<file path="src/common/asi_pkg.sv">
// constants and types shared by the a16/d16 slave interface
// assumes one clock domain and an active-low asynchronous reset
// Function
// - accept only address modifier 29 or 2d, a15/a14 high, long-word line inactive
// - select an on-board register only with a5/a4 low, a3..a1 choosing it
// - control register is 8 bits: soft reset, fail block, six user outputs
// - control select plus one-cycle write strobe loads low data byte into control
// - transfer machine leaves idle on card match with both data strobes active
// - first active state enables data buffers and latches register address bits
// - read puts selected register on data, next state drives transfer acknowledge
// - write inserts one strobe state loading control before acknowledge
// - status, id and type registers never drive data during a write
// - acknowledge and latch held until strobes drop, then release, then idle
// - acknowledge inhibit holds machine in first active state without acknowledging
// - request and acknowledge use one selectable level out of eight
// - user interrupt input with quiet acknowledge lines drives the request line
// - handler puts level on a3..a1 and asserts iack; normal decoding suppressed
// - not requesting or other level: pass daisy chain, gated by address strobe
// - matching acknowledge: local ack, drop request, read returns logical address
// - fail line driven from failure input only while fail block bit is low
// - hardware reset clears control register and asserts soft reset line
// - writing one to control bit 0 asserts soft reset line
package asi_pkg;
  localparam logic [3:0] CTL_OFFSET = 4'h4;
  localparam logic [5:0] AM_SHORT_A = 6'h29;
  localparam logic [5:0] AM_SHORT_B = 6'h2d;
  localparam logic [2:0] SEL_ID = 3'h0;
  localparam logic [2:0] SEL_DEVTYPE = 3'h1;
  localparam int CTL_WIDTH = 8;
  localparam int CTL_RESET_BIT = 0;
  localparam int CTL_FAIL_BLOCK_BIT = 1;
  localparam int CTL_USER_LSB = 2;
  localparam logic [7:0] CTL_RESET = 8'h00;
  localparam logic [7:0] PULLUP_BYTE = 8'hff;
  localparam logic [15:0] PULLUP_WORD = 16'hffff;

  typedef enum logic [4:0] {
    XF_IDLE = 5'h01,
    XF_EN = 5'h02,
    XF_WR = 5'h04,
    XF_ACK = 5'h08,
    XF_REL = 5'h10
  } asi_xfer_e;

  typedef enum logic [2:0] {
    IQ_IDLE = 3'h1,
    IQ_REQ = 3'h2,
    IQ_ACKD = 3'h4
  } asi_irq_e;
endpackage

</file>
<file path="src/common/asi_irq_if.sv">
// signals between the transfer core and the interrupt requester
// assumes both ends sit on the same clock
`timescale 1ns/1ps
`default_nettype none
interface asi_irq_if;
  logic int_request;
  logic iack_n;
  logic iackin_n;
  logic as_n;
  logic ds0_n;
  logic [2:0] addr_lvl;
  logic [2:0] level;
  logic int_request_drive;
  logic local_int_ack_n;
  logic iackout_n;
  logic ack_level_match;
  modport irq_side (
    input int_request, iack_n, iackin_n, as_n, ds0_n, addr_lvl, level,
    output int_request_drive, local_int_ack_n, iackout_n, ack_level_match
  );
  modport core_side (
    output int_request, iack_n, iackin_n, as_n, ds0_n, addr_lvl, level,
    input int_request_drive, local_int_ack_n, iackout_n, ack_level_match
  );
endinterface
`default_nettype wire

</file>
<file path="src/design/asi_ctl_reg.sv">
// control register: loads the low data byte on a one-cycle strobe
// assumes load is a single-cycle pulse from the transfer machine
`timescale 1ns/1ps
`default_nettype none
module asi_ctl_reg #(
  parameter int WIDTH = asi_pkg::CTL_WIDTH
) (
  // clock and reset
  input wire logic clk,
  input wire logic resetn,
  // load side
  input wire logic load,
  input wire logic [WIDTH-1:0] data,
  // register outputs
  output logic [WIDTH-1:0] ctl
);
  typedef struct packed {
    logic [WIDTH-1:0] ctl;
  } asi_ctl_s;

  asi_ctl_s r;
  asi_ctl_s next_r;

  always_comb begin
    next_r = r;
    if (load) begin
      next_r.ctl = data;
    end
  end

  always_ff @(posedge clk or negedge resetn) begin
    if (!resetn) begin
      r <= '{ctl: WIDTH'(asi_pkg::CTL_RESET)};
    end else begin
      r <= next_r;
    end
  end

  assign ctl = r.ctl;
endmodule
`default_nettype wire

</file>
<file path="src/design/asi_irq_fsm.sv">
// daisy-chained interrupt requester
// assumes the handler holds the acknowledged level on a3..a1 while iack is low
`timescale 1ns/1ps
`default_nettype none
module asi_irq_fsm (
  // clock and reset
  input wire logic clk,
  input wire logic resetn,
  // link to the core
  asi_irq_if.irq_side irq
);
  typedef struct packed {
    asi_pkg::asi_irq_e st;
  } asi_irq_s;

  asi_irq_s r;
  asi_irq_s next_r;
  logic match;

  assign match = (irq.addr_lvl == irq.level);
  assign irq.ack_level_match = match;

  always_comb begin
    next_r = r;
    case (r.st)
      asi_pkg::IQ_IDLE: begin
        // waiting for a quiet bus avoids joining an acknowledge already in flight
        if (irq.int_request && irq.iack_n && irq.as_n) begin
          next_r.st = asi_pkg::IQ_REQ;
        end
      end
      asi_pkg::IQ_REQ: begin
        if (!irq.iackin_n && !irq.iack_n && !irq.as_n && match) begin
          next_r.st = asi_pkg::IQ_ACKD;
        end else if (!irq.int_request && irq.as_n) begin
          next_r.st = asi_pkg::IQ_IDLE;
        end
      end
      asi_pkg::IQ_ACKD: begin
        // hold ownership until the vector read has fully ended on the bus
        if (irq.as_n && irq.ds0_n) begin
          next_r.st = asi_pkg::IQ_IDLE;
        end
      end
      default: next_r.st = asi_pkg::IQ_IDLE;
    endcase
  end

  always_ff @(posedge clk or negedge resetn) begin
    if (!resetn) begin
      r <= '{st: asi_pkg::IQ_IDLE};
    end else begin
      r <= next_r;
    end
  end

  assign irq.int_request_drive = (r.st == asi_pkg::IQ_REQ);
  assign irq.local_int_ack_n = (r.st != asi_pkg::IQ_ACKD);
  // pass on unless we own this acknowledge; as_n gating releases it at once
  assign irq.iackout_n = irq.iackin_n || irq.as_n ||
    (r.st == asi_pkg::IQ_ACKD) || ((r.st == asi_pkg::IQ_REQ) && match);
endmodule
`default_nettype wire

</file>
<file path="src/design/asi_top.sv">
// backplane slave interface: decode, transfer machine, data path, control
// assumes backplane inputs are already synchronous to clk
`timescale 1ns/1ps
`default_nettype none
module asi_top (
  // clock and hardware reset
  input wire logic clk,
  input wire logic resetn,
  // backplane address and strobes
  input wire logic [15:1] addr,
  input wire logic [5:0] am,
  input wire logic lword_n,
  input wire logic as_n,
  input wire logic ds0_n,
  input wire logic ds1_n,
  input wire logic write_n,
  input wire logic iack_n,
  input wire logic iackin_n,
  output logic iackout_n,
  // backplane data, two-way
  input wire logic [15:0] data_in,
  output logic [15:0] data_out,
  output logic data_oe,
  // open-collector backplane lines, enable high pulls low
  output logic dtack_oe,
  output logic irq_oe,
  output logic sysfail_oe,
  // board straps and user inputs
  input wire logic [7:0] logical_address_switch,
  input wire logic [2:0] irq_level,
  input wire logic [15:0] id_value,
  input wire logic [15:0] device_type_value,
  input wire logic [7:0] status_value,
  input wire logic int_request,
  input wire logic ack_hold_inhibit,
  input wire logic fail_in,
  // user-side outputs
  output logic card_match_n,
  output logic bus_buffer_enable_n,
  output logic [5:1] latched_addr,
  output logic [7:0] reg_enable_n,
  output logic local_int_ack_n,
  output logic int_request_drive,
  output logic soft_reset_line_n,
  output logic fail_report_block,
  output logic [5:0] ctl_user_bits
);
  //////////////////////////////////////////////////////////////////////////////
  typedef struct packed {
    asi_pkg::asi_xfer_e st;
    logic [5:1] laddr;
    logic rd;
    logic iack_cyc;
    logic [15:0] dout;
  } asi_top_s;

  asi_top_s r;
  asi_top_s next_r;
  asi_irq_if irq_bus ();
  logic [7:0] ctl;
  logic am_ok;
  logic card_match;
  logic ds_act;
  logic ds_idle;
  logic start;
  logic sel_ok;
  logic ctl_load;
  logic ctl_reset_bit;
  logic ctl_fail_block_bit;

  //////////////////////////////////////////////////////////////////////////////
  // address decode
  assign am_ok = (am == asi_pkg::AM_SHORT_A) || (am == asi_pkg::AM_SHORT_B);
  // iack low suppresses the card match so a vector fetch never hits a register
  assign card_match = am_ok && (addr[15:14] == 2'b11) && lword_n && iack_n &&
    (addr[13:6] == logical_address_switch);
  assign card_match_n = !card_match;
  assign ds_act = !ds0_n && !ds1_n;
  assign ds_idle = ds0_n && ds1_n;
  assign start = ds_act && (card_match || !local_int_ack_n);
  assign sel_ok = !r.iack_cyc && (r.laddr[5:4] == 2'b00);

  //////////////////////////////////////////////////////////////////////////////
  // transfer machine
  always_comb begin
    next_r = r;
    case (r.st)
      asi_pkg::XF_IDLE: begin
        next_r.laddr = addr[5:1];
        if (start) begin
          next_r.st = asi_pkg::XF_EN;
          next_r.rd = write_n || !local_int_ack_n;
          next_r.iack_cyc = !local_int_ack_n;
        end
      end
      asi_pkg::XF_EN: begin
        // read data is registered here so the word is steady from the edge that raises the acknowledge
        if (r.iack_cyc) begin
          next_r.dout = {asi_pkg::PULLUP_BYTE, logical_address_switch};
        end else if (!sel_ok) begin
          next_r.dout = asi_pkg::PULLUP_WORD;
        end else if (r.laddr[3:1] == asi_pkg::SEL_ID) begin
          next_r.dout = id_value;
        end else if (r.laddr[3:1] == asi_pkg::SEL_DEVTYPE) begin
          next_r.dout = device_type_value;
        end else if (r.laddr[3:1] == asi_pkg::CTL_OFFSET[3:1]) begin
          next_r.dout = {asi_pkg::PULLUP_BYTE, status_value};
        end else begin
          next_r.dout = asi_pkg::PULLUP_WORD;
        end
        if (ack_hold_inhibit) begin
          next_r.st = asi_pkg::XF_EN;
        end else if (!r.rd) begin
          next_r.st = asi_pkg::XF_WR;
        end else begin
          next_r.st = asi_pkg::XF_ACK;
        end
      end
      asi_pkg::XF_WR: begin
        next_r.st = asi_pkg::XF_ACK;
      end
      asi_pkg::XF_ACK: begin
        if (ds_idle) begin
          next_r.st = asi_pkg::XF_REL;
        end
      end
      asi_pkg::XF_REL: begin
        next_r.st = asi_pkg::XF_IDLE;
        next_r.laddr = addr[5:1];
        next_r.rd = 1'b0;
        next_r.iack_cyc = 1'b0;
      end
      default: next_r.st = asi_pkg::XF_IDLE;
    endcase
  end

  always_ff @(posedge clk or negedge resetn) begin
    if (!resetn) begin
      r <= '{st: asi_pkg::XF_IDLE, laddr: 5'h00, rd: 1'b0, iack_cyc: 1'b0,
             dout: 16'h0000};
    end else begin
      r <= next_r;
    end
  end

  //////////////////////////////////////////////////////////////////////////////
  // outputs of the transfer machine
  assign bus_buffer_enable_n = !(r.st == asi_pkg::XF_EN || r.st == asi_pkg::XF_WR ||
    r.st == asi_pkg::XF_ACK);
  assign latched_addr = r.laddr;
  // drive only on reads, so a write never meets our registers on the bus
  assign data_oe = r.rd && !bus_buffer_enable_n;
  assign data_out = r.dout;
  assign dtack_oe = (r.st == asi_pkg::XF_ACK) || (r.st == asi_pkg::XF_REL);

  generate
    for (genvar i = 0; i < 8; i++) begin : g_enable
      assign reg_enable_n[i] = !(sel_ok && !bus_buffer_enable_n &&
        (r.laddr[3:1] == 3'(i)));
    end
  endgenerate

  //////////////////////////////////////////////////////////////////////////////
  // control register
  assign ctl_load = (r.st == asi_pkg::XF_WR) && sel_ok &&
    (r.laddr[3:1] == asi_pkg::CTL_OFFSET[3:1]);

  asi_ctl_reg #(
    .WIDTH(asi_pkg::CTL_WIDTH)
  ) u_ctl (
    .clk(clk),
    .resetn(resetn),
    .load(ctl_load),
    .data(data_in[7:0]),
    .ctl(ctl)
  );

  assign ctl_reset_bit = ctl[asi_pkg::CTL_RESET_BIT];
  assign ctl_fail_block_bit = ctl[asi_pkg::CTL_FAIL_BLOCK_BIT];
  assign soft_reset_line_n = resetn && !ctl_reset_bit;
  assign fail_report_block = ctl_fail_block_bit;
  assign ctl_user_bits = ctl[7:asi_pkg::CTL_USER_LSB];
  assign sysfail_oe = fail_in && !ctl_fail_block_bit;

  //////////////////////////////////////////////////////////////////////////////
  // interrupt requester
  assign irq_bus.int_request = int_request;
  assign irq_bus.iack_n = iack_n;
  assign irq_bus.iackin_n = iackin_n;
  assign irq_bus.as_n = as_n;
  assign irq_bus.ds0_n = ds0_n;
  assign irq_bus.addr_lvl = addr[3:1];
  assign irq_bus.level = irq_level;

  asi_irq_fsm u_irq (
    .clk(clk),
    .resetn(resetn),
    .irq(irq_bus)
  );

  assign int_request_drive = irq_bus.int_request_drive;
  assign irq_oe = irq_bus.int_request_drive;
  assign local_int_ack_n = irq_bus.local_int_ack_n;
  assign iackout_n = irq_bus.iackout_n;
endmodule
`default_nettype wire

</file>
<file path="config.mk">
export PLATFORM = sky130hd
export DESIGN_NAME = asi_top
export DESIGN_NICKNAME = d
export VERILOG_FILES = /design/src/common/asi_pkg.sv /design/src/common/asi_irq_if.sv /design/src/design/asi_ctl_reg.sv /design/src/design/asi_irq_fsm.sv /design/src/design/asi_top.sv
export SDC_FILE = /design/constraint.sdc
export NUM_CORES = 1
export LEC_CHECK = 0
export BUFFER_PORTS_ARGS = -buffer_cell sky130_fd_sc_hd__buf_2
export CORE_MARGIN = 10
export CORE_UTILIZATION = 46
export DETAILED_ROUTE_END_ITERATION = 6
export PLACE_DENSITY_LB_ADDON = 0.3
export SLEW_MARGIN = 20
export SYNTH_ARGS = -nofsm -noshare
export SYNTH_HDL_FRONTEND = slang
export SYNTH_SLANG_ARGS = --single-unit
</file>
<file path="constraint.sdc">
create_clock -name clk -period 4 [get_ports clk]
set_input_delay 0.4 -clock clk [delete_from_list [all_inputs] [get_ports clk]]
set_output_delay 0.4 -clock clk [all_outputs]
set_load 0.02 [all_outputs]
</file>
# ---- Word level (Yosys, flattened, before mapping)
# Index checks and enable logic that the tools add are counted.
dict set report totals {
  elab_cells 115
  reg_bits 39
  output_inout_bits 46
}
dict set report classes {
  n_reduce_logical 65
  eq_ne 26
  mux 17
}
# op count
set op_table {}
lappend op_table {{2-to-1 mux 16 bit} 4}
lappend op_table {{logical AND 1 bit} 30}
lappend op_table {{logical NOT 1 bit} 20}
lappend op_table {{case mux 5 bit (4 select lines)} 1}
lappend op_table {{== test 3 bit (second input constant)} 5}
lappend op_table {{case mux 7 bit (2 select lines)} 1}
lappend op_table {{== test 6 bit (second input constant)} 2}
lappend op_table {{2-to-1 mux 3 bit} 4}
lappend op_table {{2-to-1 mux 5 bit} 2}
lappend op_table {{== test 3 x 2 -> 1 bit (second input constant)} 3}
lappend op_table {{logical OR 1 bit} 9}
lappend op_table {{case mux 3 bit (3 select lines)} 1}
lappend op_table {{== test 8 bit} 1}
lappend op_table {{2-to-1 mux 4 bit} 2}
lappend op_table {{2-to-1 mux 8 bit} 1}
lappend op_table {{== test 3 x 1 -> 1 bit (second input constant)} 2}
lappend op_table {{== test 5 x 1 -> 1 bit (second input constant)} 1}
lappend op_table {{== test 5 x 2 -> 1 bit (second input constant)} 1}
lappend op_table {{== test 5 x 3 -> 1 bit (second input constant)} 1}
lappend op_table {{== test 5 x 4 -> 1 bit (second input constant)} 1}
lappend op_table {{== test 5 bit (second input constant)} 1}
lappend op_table {{inequality test 2 x 1 -> 1 bit (second input constant)} 2}
lappend op_table {{inequality test 2 bit (second input constant)} 2}
lappend op_table {{AND reduction 2 bit} 2}
lappend op_table {{other kinds (9)} 9}

# ---- Depth between registers and ports, before layout
# Gate-level depths: netlist (run 1).
dict set report logic_depth {
  ltp_word 10
  ltp_mapped 6
}

# ---- Modules after synthesis
# A second synthesis (run 1) with hierarchy kept.
dict set report unflattened {
  hier_cells 254
  hier_area_um2 2404.8
}
# module cells_per_inst area_per_inst_um2 n_inst
set modules_own_cells {}
lappend modules_own_cells {asi_top 209 1821.7 1}
lappend modules_own_cells {asi_ctl_reg 17 331.6 1}
lappend modules_own_cells {asi_irq_fsm 28 251.5 1}

# ---- Least setup slack after synthesis (run 1)
# OpenSTA, ideal clock, no wires.
dict set report synth_timing {
  path_type {input port to flip-flop}
  start {in logical_address_switch[3]}
  end {reg r[17] in the netlist's numbering}
  slack_ns 2.124
  path_stages 5
  n_path_buf 0
  setup_time_ns 0.120
  arrival_ns 1.755
  cell_sequence {xor2_1 > nor4_2 > nand4_2 > or4b_1 > o211a_1}
}
dict set report synth_via {
  elab_chain_len 6
}
# item line_no
set synth_rtl {}
lappend synth_rtl {{from (decl)} asi_top.sv:29} ;# input wire logic [7:0] logical_address_switch,
lappend synth_rtl {{== test 8 bit} asi_top.sv:76} ;# (addr[13:6] == logical_address_switch);
lappend synth_rtl {{logical AND 1 bit} asi_top.sv:75} ;# assign card_match = am_ok && (addr[15:14] == 2'b11) && lword_n && iack_n &&
lappend synth_rtl {{logical OR 1 bit} asi_top.sv:80} ;# assign start = ds_act && (card_match || !local_int_ack_n);
lappend synth_rtl {{logical AND 1 bit} asi_top.sv:80}
lappend synth_rtl {{inequality test 2 bit (no line)} --}
lappend synth_rtl {{AND reduction 2 bit (no line)} --}
lappend synth_rtl {{to (signal assigned)} asi_top.sv:139} ;# r <= '{st: asi_pkg::XF_IDLE, laddr: 5'h00, rd: 1'b0, iack_cyc: 1'b0,
lappend synth_rtl {{to (signal assigned)} asi_top.sv:142} ;# r <= next_r;
lappend synth_rtl {{to (decl)} asi_top.sv:57} ;# asi_top_s r;
# Every way passes these cells.
# A chain may end at the register's enable or synchronous reset.

# ---- Final worst setup path (run 1)
dict set report layout_timing {
  start {reg r (netlist bit latched_addr[5])}
  end {out reg_enable_n[3]}
}
dict set report layout_via {
  elab_chain_len 5
}
# item line_no
set layout_rtl {}
lappend layout_rtl {{logical NOT 2 bit} asi_top.sv:81} ;# assign sel_ok = !r.iack_cyc && (r.laddr[5:4] == 2'b00);
lappend layout_rtl {{logical AND 1 bit} asi_top.sv:81}
lappend layout_rtl {{logical AND 1 bit (2 in series)} asi_top.sv:158} ;# assign reg_enable_n[i] = !(sel_ok && !bus_buffer_enable_n &&
lappend layout_rtl {{logical NOT 1 bit} asi_top.sv:158}
lappend layout_rtl {{to (decl)} asi_top.sv:41} ;# output logic [7:0] reg_enable_n,
# Every way passes these cells.

==> results of run 1 <==
==> placed cells by master, fill, tap and decap left out, types with 3 or more instances in the layout <==
cell      netlist  final
nor2_1         30     30
and2_1          4      4
buf_2           2    136
xor2_1          8      8
mux2_2         13     13
nor3_1          3      3
clkbuf_8        0      5
nor3_2          3      3
dfrtp_1        37     37
nand2b_1        7      7
nand3_1         4      4
a21oi_1        16     16
o21ai_0        24     24
mux2i_1         8      8
a221oi_1        8      8
nand2_1        21     21
xnor2_1         3      3
inv_1           4      4
nor2b_1         6      6
==> state kept, by name, summed over array words and instances (netlist names) <==
| name | flops |
|---|---|
| r | 7 |
| latched_addr | 5 |
| u_ctl.ctl | 8 |
| u_irq.r | 3 |
| data_out | 16 |
==> path summary, 6_finish.rpt <==
check	end	cells past startpoint	from
setup / recovery	reg_enable_n[3]	4	latched_addr[5]$_DFFE_PN0P_
hold / removal	data_out[5]$_DFFE_PN0P_	2	resetn
setup reg to reg	u_ctl.ctl[4]$_DFFE_PN0P_	3	latched_addr[5]$_DFFE_PN0P_
hold reg to reg	data_out[5]$_DFFE_PN0P_	2	data_out[5]$_DFFE_PN0P_
max in group asynchronous	u_irq.r[0]$_DFFE_PN1P_	2	resetn
min in group clk	r[25]$_DFFE_PN0P_	2	ack_hold_inhibit
==> cell type report <==
| cell class | instances | area, sq um |
|---|---|---|
| inverters | 4 | 15.0 |
| well taps | 70 | 87.6 |
| multi-input cells | 181 | 1150 |
| flip-flops and latches | 39 | 978 |
| fillers | 479 | 2020 |
| clock inverters | 2 | 60.1 |
| repair buffers | 138 | 696 |
| clock buffers | 6 | 72.6 |
==> critical path, stage by stage, from the launching register on <==
cell	delay (ns)
dfrtp_1	0.42
nor4_2	0.79
and2_1	0.31
nand3_1	0.09
buf_2	0.19
==> metrics by stage <==
step	hold slack, ns	total power, mW	area (sq um)	utilization, %
after floorplan	0.104	0.665	2380	-
after global placement	0.459	0.751	2930	57.7
after detailed placement	0.466	0.758	2930	57.7
after CTS	0.174	1.15	3060	60.3
after global routing	0.201	1.21	3060	60.3
final	0.158	1.14	3060	60.3
==> power by group through the flow <==
stage / logic (mW) / clock network (mW) / registers, mW
after global routing: 0.323 / 0.421 / 0.463
after global placement: 0.289 / 0 / 0.462
final: 0.291 / 0.393 / 0.457
after detailed placement: 0.293 / 0 / 0.465
after CTS: 0.295 / 0.402 / 0.457
after floorplan: 0.217 / 0 / 0.448
==> routing by layer <==
metal	global-route usage, %	vias to the layer above	wire, um
li1	-	1102	-
met2	26.8	87	3390
met5	0	-	0
met3	6.85	5	704
met1	19.5	1034	2890
met4	3.86	0	51
==> cell families (layout without fill, tap and decap cells) <==
logic type	after synthesis	after routing	share of synthesized area, %
simple gates	91	91	19.8
xor+xnor	11	11	4.04
compound gates	58	58	14.6
flops	39	39	41.0
buf+inv	41	150	11.0
mux	21	21	9.50
==> results.cfg, run 1 <==
[detailed_routing]
wirelength_um = 7030
drc = 0
antenna_left = 0
wl_per_cell_um = 16.0
num_vias = 2228
dr.pass1.iters = 4
viasPerCell = 5.06
drtIter0Drc = 60

[clock_network]
post-cts-setup-buffers = 0
cts_sinks = 39
cts_root_buf = clkbuf_8
post_cts_resized = 0
ctsLongestPathBuffers = 2
clk_latency_ns = 0.30
cts_max_level = 2
path_clk_slew_ns = 0.08
cts_buffers = 5
cts_hold_buffers = 0
cts_tree = built

[synthesis]
ys_warn_count = 0
ys_async_sr_fraction_pct = 100
synth_top_cell_by_area = dfrtp_1
synth.most_common_cell = dfrtp_1
synth_area_leaders = dfrtp_1 (39%), buf_4 (8.8%), mux2_2 (6.1%)
synthFlopType = dfrtp_1
synth_area_sq_um = 2380
synth_common_cells = dfrtp_1 (37), nor2_1 (30), buf_4 (28), o21ai_0 (24), nand2_1 (21)
synth_edf_count = 0
netlist.area_leader.share_pct = 38.8
avgSynthCellArea_sq_um = 9.14
synth_cell_types = 44
synth.net_count = 361
synthCells = 261
synth_seq_area_share_pct = 41.0
ys_ff_latch = 39

[sta]
fin_crit_sh_pct = 62.2
tns_ns = 0
setup_violations = 0
hold_viol = 0
drv_slew = 0
clock_skew_ns = 0.00963
layout_min_cycle_time_ns = 2.49
fin_ws_ns = 1.51
fmax_ghz = 0.402
worstMarginPinSlew_ns = 0.865
relSlewSlack_pct = 41.8
rsz0062_at_grt = false

[die]
io_pins = 146
core_area_sq_um = 5070
die_area_sq_um = 8460
core.rowCount = 26
die_h_um = 92
start_util_pct = 47.0
dieWidth_um = 92

[place]
dp_cells = 432
place_ws_ns = 1.70
dp_hpwl_um = 5770
gp_congestion = 0.846
port_buffers = 136

[critical_path]
end_kind = primary output
crit_path_max_fanout = 11
rrSetupSlack_ns = 1.70
cp.required_ns = 3.60
start_kind = flop
path_class = flop to primary output
arrival_ns = 2.09

[pwr]
clockPowerShare_pct = 34.4
p_int_mw = 0.802
switchingPower_mw = 0.339
combPwrFrac_pct = 25.5
swShare_pct = 29.7
p_seq_share_pct = 40.0
p_leak_nw = 1.47
cellPowerDensity_nw_per_um2 = 373
vdd_drop_max_mv = 0.229

[global_routing]
grt_max_degree = 41
grt-ovfl-total = 0
grt_pass1_wl_um = 11400
grt_usage_pct = 16.4
antenna_found_initial = 0
grt_pass1_vias = 2287

[run]
timing.max_cap.violations = 0

[run_status]
status = finished clean

[worst_hold_path]
worstHoldPathType = input port to asynchronous set/reset pin

[final_layout]
final_nets = 469
drive_gt1_share_pct = 45.4
layoutNonFillerInstCount = 440
syn2layout_area_growth_pct = 28.3
antenna_cells = 0
(Power assumes the default switching activity.)
==> run 2, diff against run 1 <==
--- a/config.mk
+++ b/config.mk
@@ -5,9 +5,10 @@
 export SDC_FILE = /design/constraint.sdc
 export NUM_CORES = 1
 export LEC_CHECK = 0
+export ABC_AREA = 1
 export BUFFER_PORTS_ARGS = -buffer_cell sky130_fd_sc_hd__buf_2
 export CORE_MARGIN = 10
-export CORE_UTILIZATION = 46
+export CORE_UTILIZATION = 41
 export DETAILED_ROUTE_END_ITERATION = 6
 export PLACE_DENSITY_LB_ADDON = 0.3
 export SLEW_MARGIN = 20
==> constraint.sdc (replaced) <==
create_clock -name clk -period 2.1 [get_ports clk]
set_input_delay 0.21 -clock clk [delete_from_list [all_inputs] [get_ports clk]]
set_output_delay 0.21 -clock clk [all_outputs]
set_load 0.02 [all_outputs]
==> run 2 against run 1 <==
  * Clock skew fell by 0.0055 ns
  * Synthesized cell count rose by 38%
  * Power rose to 3.3 times the previous value
==> results.cfg, run 2 <==
[run_status]
status = finished clean

[pwr]
vdd_drop_max_mv = 0.603
p_leak_nw = 1.85
cellPowerDensity_nw_per_um2 = 1120

[synthesis]
synth_edf_count = 0
synthFlopType = dfrtp_1
synth-adder-area-share_pct = 0
netlist.area_leader.share_pct = 35.4
synth.net_count = 460
synthCells = 360
synth_compound_area_share_pct = 11.0
synth.most_common_cell = nand2_1
synth_area_sq_um = 2620
synth_seq_area_share_pct = 37.4
synth_top_cell_by_area = dfrtp_1
synthMuxAreaShare_pct = 5.45
ys_async_sr_fraction_pct = 100
ys_warn_count = 0
synth_simple_gate_area_share_pct = 28.8
synth_area_leaders = dfrtp_1 (35%), nand2_1 (15%), buf_4 (8.3%)
ys_ff_latch = 39
avgSynthCellArea_sq_um = 7.27
synth_cell_types = 34
synth_top_family_by_area = simple AND/OR/NAND/NOR gates
synth_xor_area_share_pct = 1.00
synth_common_cells = nand2_1 (103), inv_1 (47), nor2_1 (39), dfrtp_1 (37), buf_4 (29)

[clock_network]
path_clk_slew_ns = 0.08
cts_buffers = 5
cts_sinks = 39
cts_max_level = 2
cts_tree = built
ctsLongestPathBuffers = 2
clk_latency_ns = 0.28
cts_root_buf = clkbuf_8

[critical_path]
rr_startpoint = r[25]$_DFFE_PN0P_
max_stage_delay_ns = 0.41
crit_family = simple AND/OR/NAND/NOR gates
start_kind = flop
r2r-end = data_out[10]$_DFFE_PN0P_
arrival_ns = 1.78
cp_cell_sequence = nor2_2, nand2_2, nor3_4, inv_1, nand2_2, nand2_2, nor2_4, nand3_1, buf_2
rrSetupSlack_ns = 0.30
crit_buf_inv = 2
worstRegToRegCells = 5
path_class = flop to primary output
end_kind = primary output
cp_slowest_cell = dfrtp_1
worst_path_most_repeated_cell = nand2_2
crit_path_max_fanout = 3
cp.required_ns = 1.89

[sta]
setup_violations = 0
layout_min_cycle_time_ns = 1.99
tns_ns = 0
fin_crit_sh_pct = 94.7
relSlewSlack_pct = 60.0
drv_slew = 0
fmax_ghz = 0.503
clock_skew_ns = 0.00410
worstMarginPinSlew_ns = 0.595
hold_slack_ns = 0.0171
hold_viol = 0

[final_layout]
antenna_cells = 0
drive_gt1_share_pct = 37.2
filler_cell_count = 629
final_common_cell = buf_2
stdcell_area_sq_um = 3390
syn2layout_area_growth_pct = 29.4
multiInputGateArea_sq_um = 1250
final_nets = 578
largest_register_ffs = 16
layout_common_cells = buf_2 (136), nand2_1 (100), inv_1 (47)
seq_area_sq_um = 978

[die]
core_area_sq_um = 6280
start_util_pct = 41.7
core.rowCount = 29
die_h_um = 99.9
die_area_sq_um = 9980
io_pins = 146
dieWidth_um = 99.9

[place]
gp_congestion = 0.910
dp_hpwl_um = 6490
dpl_cell_area_sq_um = 3190
port_buffers = 136

[global_routing]
grt_pass1_vias = 2821
grt_pass1_wl_um = 13000
grt_usage_pct = 15.3
antenna_found_initial = 0
grt-ovfl-total = 0
grt_max_degree = 40

[detailed_routing]
drc = 0
viasPerCell = 4.78
dr.pass1.iters = 4
num_vias = 2659
antenna_left = 0
wl_per_cell_um = 14.3
wirelength_um = 7960
drtIter0Drc = 105

[run]
timing.max_cap.violations = 0

[worst_hold_path]
worstHoldPathType = input port to asynchronous set/reset pin
## run 2: cell types whose count changed after synthesis, moves of 9 or more
cell and change:
a31oi_1 +10, inv_1 +43, mux2_2 -11, nand2_1 +82, nand3_1 +15, nor2_1 +9
o21ai_0 -10
## run 2: cells by family (layout without fill, tap and decap cells)
logic type	Yosys count	in the layout
xor gates and xnor gates	3	3
DFF	39	39
and+or+nand+nor	179	179
muxes	10	10
AOI/OAI and AO/OA	46	46
buffers and inverters	83	202
## run 2: where the power goes
group / switching (mW) / internal (mW) / total (mW)
clock: 0.262 / 0.475 / 0.737
sequential: 0.177 / 1.02 / 1.20
combinational: 1.21 / 0.656 / 1.86
## run 2: timing repair
action / CTS / global route
endpoints found under the setup margin: 7 / 7
setup buffers: 0 / 3
hold buffers: 0 / 0
pin swaps: 0 / 4
gates resized for setup: 4 / 6
## run 2: layout make-up
class	instances	area share, %
timing repair buffer	145	22.1
inverter	49	5.43
multi-input combinational	238	36.8
clock buffer	6	2.14
sequential	39	28.9
tap	77	2.85
clock inverter	2	1.77
## run 2: worst max-delay path by stage
stage	start	endpoint	slack, ns	cells after the start
CTS	r[24]$_DFFE_PN0P_	reg_enable_n[7]	0.004	9
global placement	r[24]$_DFFE_PN0P_	reg_enable_n[7]	0.26	9
detailed placement	r[24]$_DFFE_PN0P_	reg_enable_n[7]	0.15	9
floorplan	r[24]$_DFFE_PN0P_	reg_enable_n[7]	0.46	8
global route	r[25]$_DFFE_PN0P_	reg_enable_n[7]	-0.008	9
finish	r[24]$_DFFE_PN0P_	reg_enable_n[3]	0.11	9
## run 2: routing by layer
layer	GRT usage, %	wire, um
met5	0	0
met4	2.65	30
met3	6.59	853
met2	25.5	3580
met1	18.1	3490
## run 2: metrics by stage
step,std cells,total power [mW],worst slack [ns],util [%]
2_1_floorplan,360,2.71,0.464,-
3_3_place_gp,545,3.01,0.263,50.9
3_5_place_dp,545,3.04,0.152,50.9
4_1_cts,553,3.81,0.00393,53.3
5_1_grt,556,4.11,-0.00799,53.9
6_report,556,3.80,0.112,53.9
==> run 3, diff against run 2 <==
--- a/config.mk
+++ b/config.mk
@@ -7,8 +7,10 @@
 export LEC_CHECK = 0
 export ABC_AREA = 1
 export BUFFER_PORTS_ARGS = -buffer_cell sky130_fd_sc_hd__buf_2
+export CORE_ASPECT_RATIO = 1.2
 export CORE_MARGIN = 10
-export CORE_UTILIZATION = 41
+export CORE_UTILIZATION = 46
+export CTS_BUF_LIST = sky130_fd_sc_hd__clkbuf_4 sky130_fd_sc_hd__clkbuf_8 sky130_fd_sc_hd__clkbuf_16
 export DETAILED_ROUTE_END_ITERATION = 6
 export PLACE_DENSITY_LB_ADDON = 0.3
 export SLEW_MARGIN = 20
==> constraint.sdc (replaced) <==
create_clock -name clk -period 2.45 [get_ports clk]
set_input_delay 0.245 -clock clk [delete_from_list [all_inputs] [get_ports clk]]
set_output_delay 0.245 -clock clk [all_outputs]
set_load 0.02 [all_outputs]
==> run 3 against run 2 <==
  * First-iteration DRC count up 40%
  * Register-to-register slack better by 0.31 ns
  * Critical path depth unchanged
  * Combinational power down 17%
  * Via count down 0.11%
  * Clock skew up 0.0053 ns
  * Sequential share of layout area up 0.89 points
  * Die area down 8.6%
  * Setup slack better by 0.10 ns
  * Utilization up 4.8 points
  * Wire length down 1.7%
  * Cell area down 3.0%
  * Largest cell class unchanged
==> results.cfg, run 3 (synthesis gave the netlist of run 2 again) <==
[detailed_routing]
antenna_left = 0
num_vias = 2656
dr.pass1.iters = 4
viasPerCell = 4.94
drc = 0
wirelength_um = 7820
drtIter0Drc = 147
wl_per_cell_um = 14.5

[pwr]
p_leak_nw = 1.81
vdd_drop_max_mv = 0.513
cellPowerDensity_nw_per_um2 = 950
p_total_mw = 3.12

[place]
port_buffers = 136
gp_congestion = 0.816
dp_hpwl_um = 6410

[clock_network]
ctsLongestPathBuffers = 2
cts_buffers = 5
cts_sinks = 39
clk_latency_ns = 0.29
cts_root_buf = clkbuf_8
cts_tree = built
cts_max_level = 2
path_clk_slew_ns = 0.08
cts_hold_buffers = 0

[global_routing]
grt_pass1_vias = 2730
grt-ovfl-total = 0
antenna_found_initial = 0
grt_max_degree = 40
grt_usage_pct = 16.9
grt_pass1_wl_um = 12400

[critical_path]
path_class = flop to primary output
cp_slowest_cell = dfrtp_1
cp_cell_sequence = nor2_1, nand2_1, nor3_2, inv_1, nand2_1, nand2_1, nor2_1, nand3_1, buf_2
arrival_ns = 1.99
max_stage_delay_ns = 0.40
crit_buf_inv = 2
cp.required_ns = 2.20
crit_path_max_fanout = 4
crit_family = simple AND/OR/NAND/NOR gates
worst_path_most_repeated_cell = nand2_1
end_kind = primary output
start_kind = flop

[sta]
hold_slack_ns = 0.0389
clock_skew_ns = 0.00945
hold_viol = 0
rsz0062_at_grt = false
worstMarginPinSlew_ns = 0.585
drv_slew = 0
fin_crit_sh_pct = 91.2
setup_violations = 0
layout_min_cycle_time_ns = 2.24
tns_ns = 0
fmax_ghz = 0.447
relSlewSlack_pct = 60.7

[worst_hold_path]
worstHoldPathType = input port to asynchronous set/reset pin

[final_layout]
drive_gt1_share_pct = 35.7
seq_area_sq_um = 978
final_common_cell = buf_2
filler_cell_count = 564
multiInputGateArea_sq_um = 1220
largest_register_ffs = 16
final_nets = 573
syn2layout_area_growth_pct = 25.5
layout_common_cells = buf_2 (136), nand2_1 (103), inv_1 (47)
antenna_cells = 0
final_util_pct = 58.7

[die]
die_area_sq_um = 9120
io_pins = 146
start_util_pct = 46.8
core.rowCount = 30
dieWidth_um = 88.9
core_area_sq_um = 5590
die_h_um = 103

[run_status]
status = finished clean

[run]
timing.max_cap.violations = 0
## run 3: cell count changes in the layout (fill, tap and decap cells not counted), sizes merged
cell / previous run / this run
buf: 145 / 140
bufinv: 2 / 1
clkinvlp: 0 / 1
## run 3: through the flow
stage / setup slack [ns] / instance area, sq um / cells
6_report: 0.215 / 3280 / 538
5_1_grt: 0.0162 / 3280 / 538
4_1_cts: 0.122 / 3280 / 538
3_5_place_dp: 0.460 / 3160 / 530
3_3_place_gp: 0.543 / 3160 / 530
2_1_floorplan: 0.779 / 2620 / 360
## run 3: final timing paths
kind / from / end / slack (ns) / cells past startpoint
hold reg to reg: data_out[0]$_DFFE_PN0P_ / data_out[0]$_DFFE_PN0P_ / 0.48 / 2
min in group clk: ack_hold_inhibit / r[25]$_DFFE_PN0P_ / 0.12 / 2
setup reg to reg: r[16]$_DFFE_PN0P_ / data_out[9]$_DFFE_PN0P_ / 0.61 / 4
max in group asynchronous: resetn / u_irq.r[0]$_DFFE_PN1P_ / 2.03 / 2
setup / recovery: r[24]$_DFFE_PN0P_ / reg_enable_n[7] / 0.21 / 9
hold / removal: resetn / data_out[12]$_DFFE_PN0P_ / 0.04 / 2
## run 3: final cells by class
cell class                 instances  share of cell area [%]
tap                               64                    2.44
sequential                        39                    29.8
clock buffer                       6                    2.32
multi-input combinational        238                    37.1
timing repair buffer             140                    21.6
inverter                          49                    5.60
clock inverter                     2                    1.14
## run 3: power by group
| part | internal [mW] | leakage [nW] | switching [mW] |
|---|---|---|---|
| registers | 0.874 | 0.447 | 0.144 |
| logic | 0.537 | 1.31 | 1.02 |
| clock network | 0.315 | 0.0548 | 0.236 |
| total | 1.73 | 1.81 | 1.40 |
## run 3: timing repair
action	CTS	global route
resized for setup	0	2
buffers inserted	0	0
setup endpoints to repair	0	5
## run 3: routing by layer
layer / track usage, % / vias up / part of all wire [%]
met3: 5.69 / 6 / 11
met5: 0 / - / 0
met1: 20.0 / 1191 / 41
met2: 28.4 / 107 / 48
met4: 4.73 / 0 / 0.97
li1: - / 1352 / -
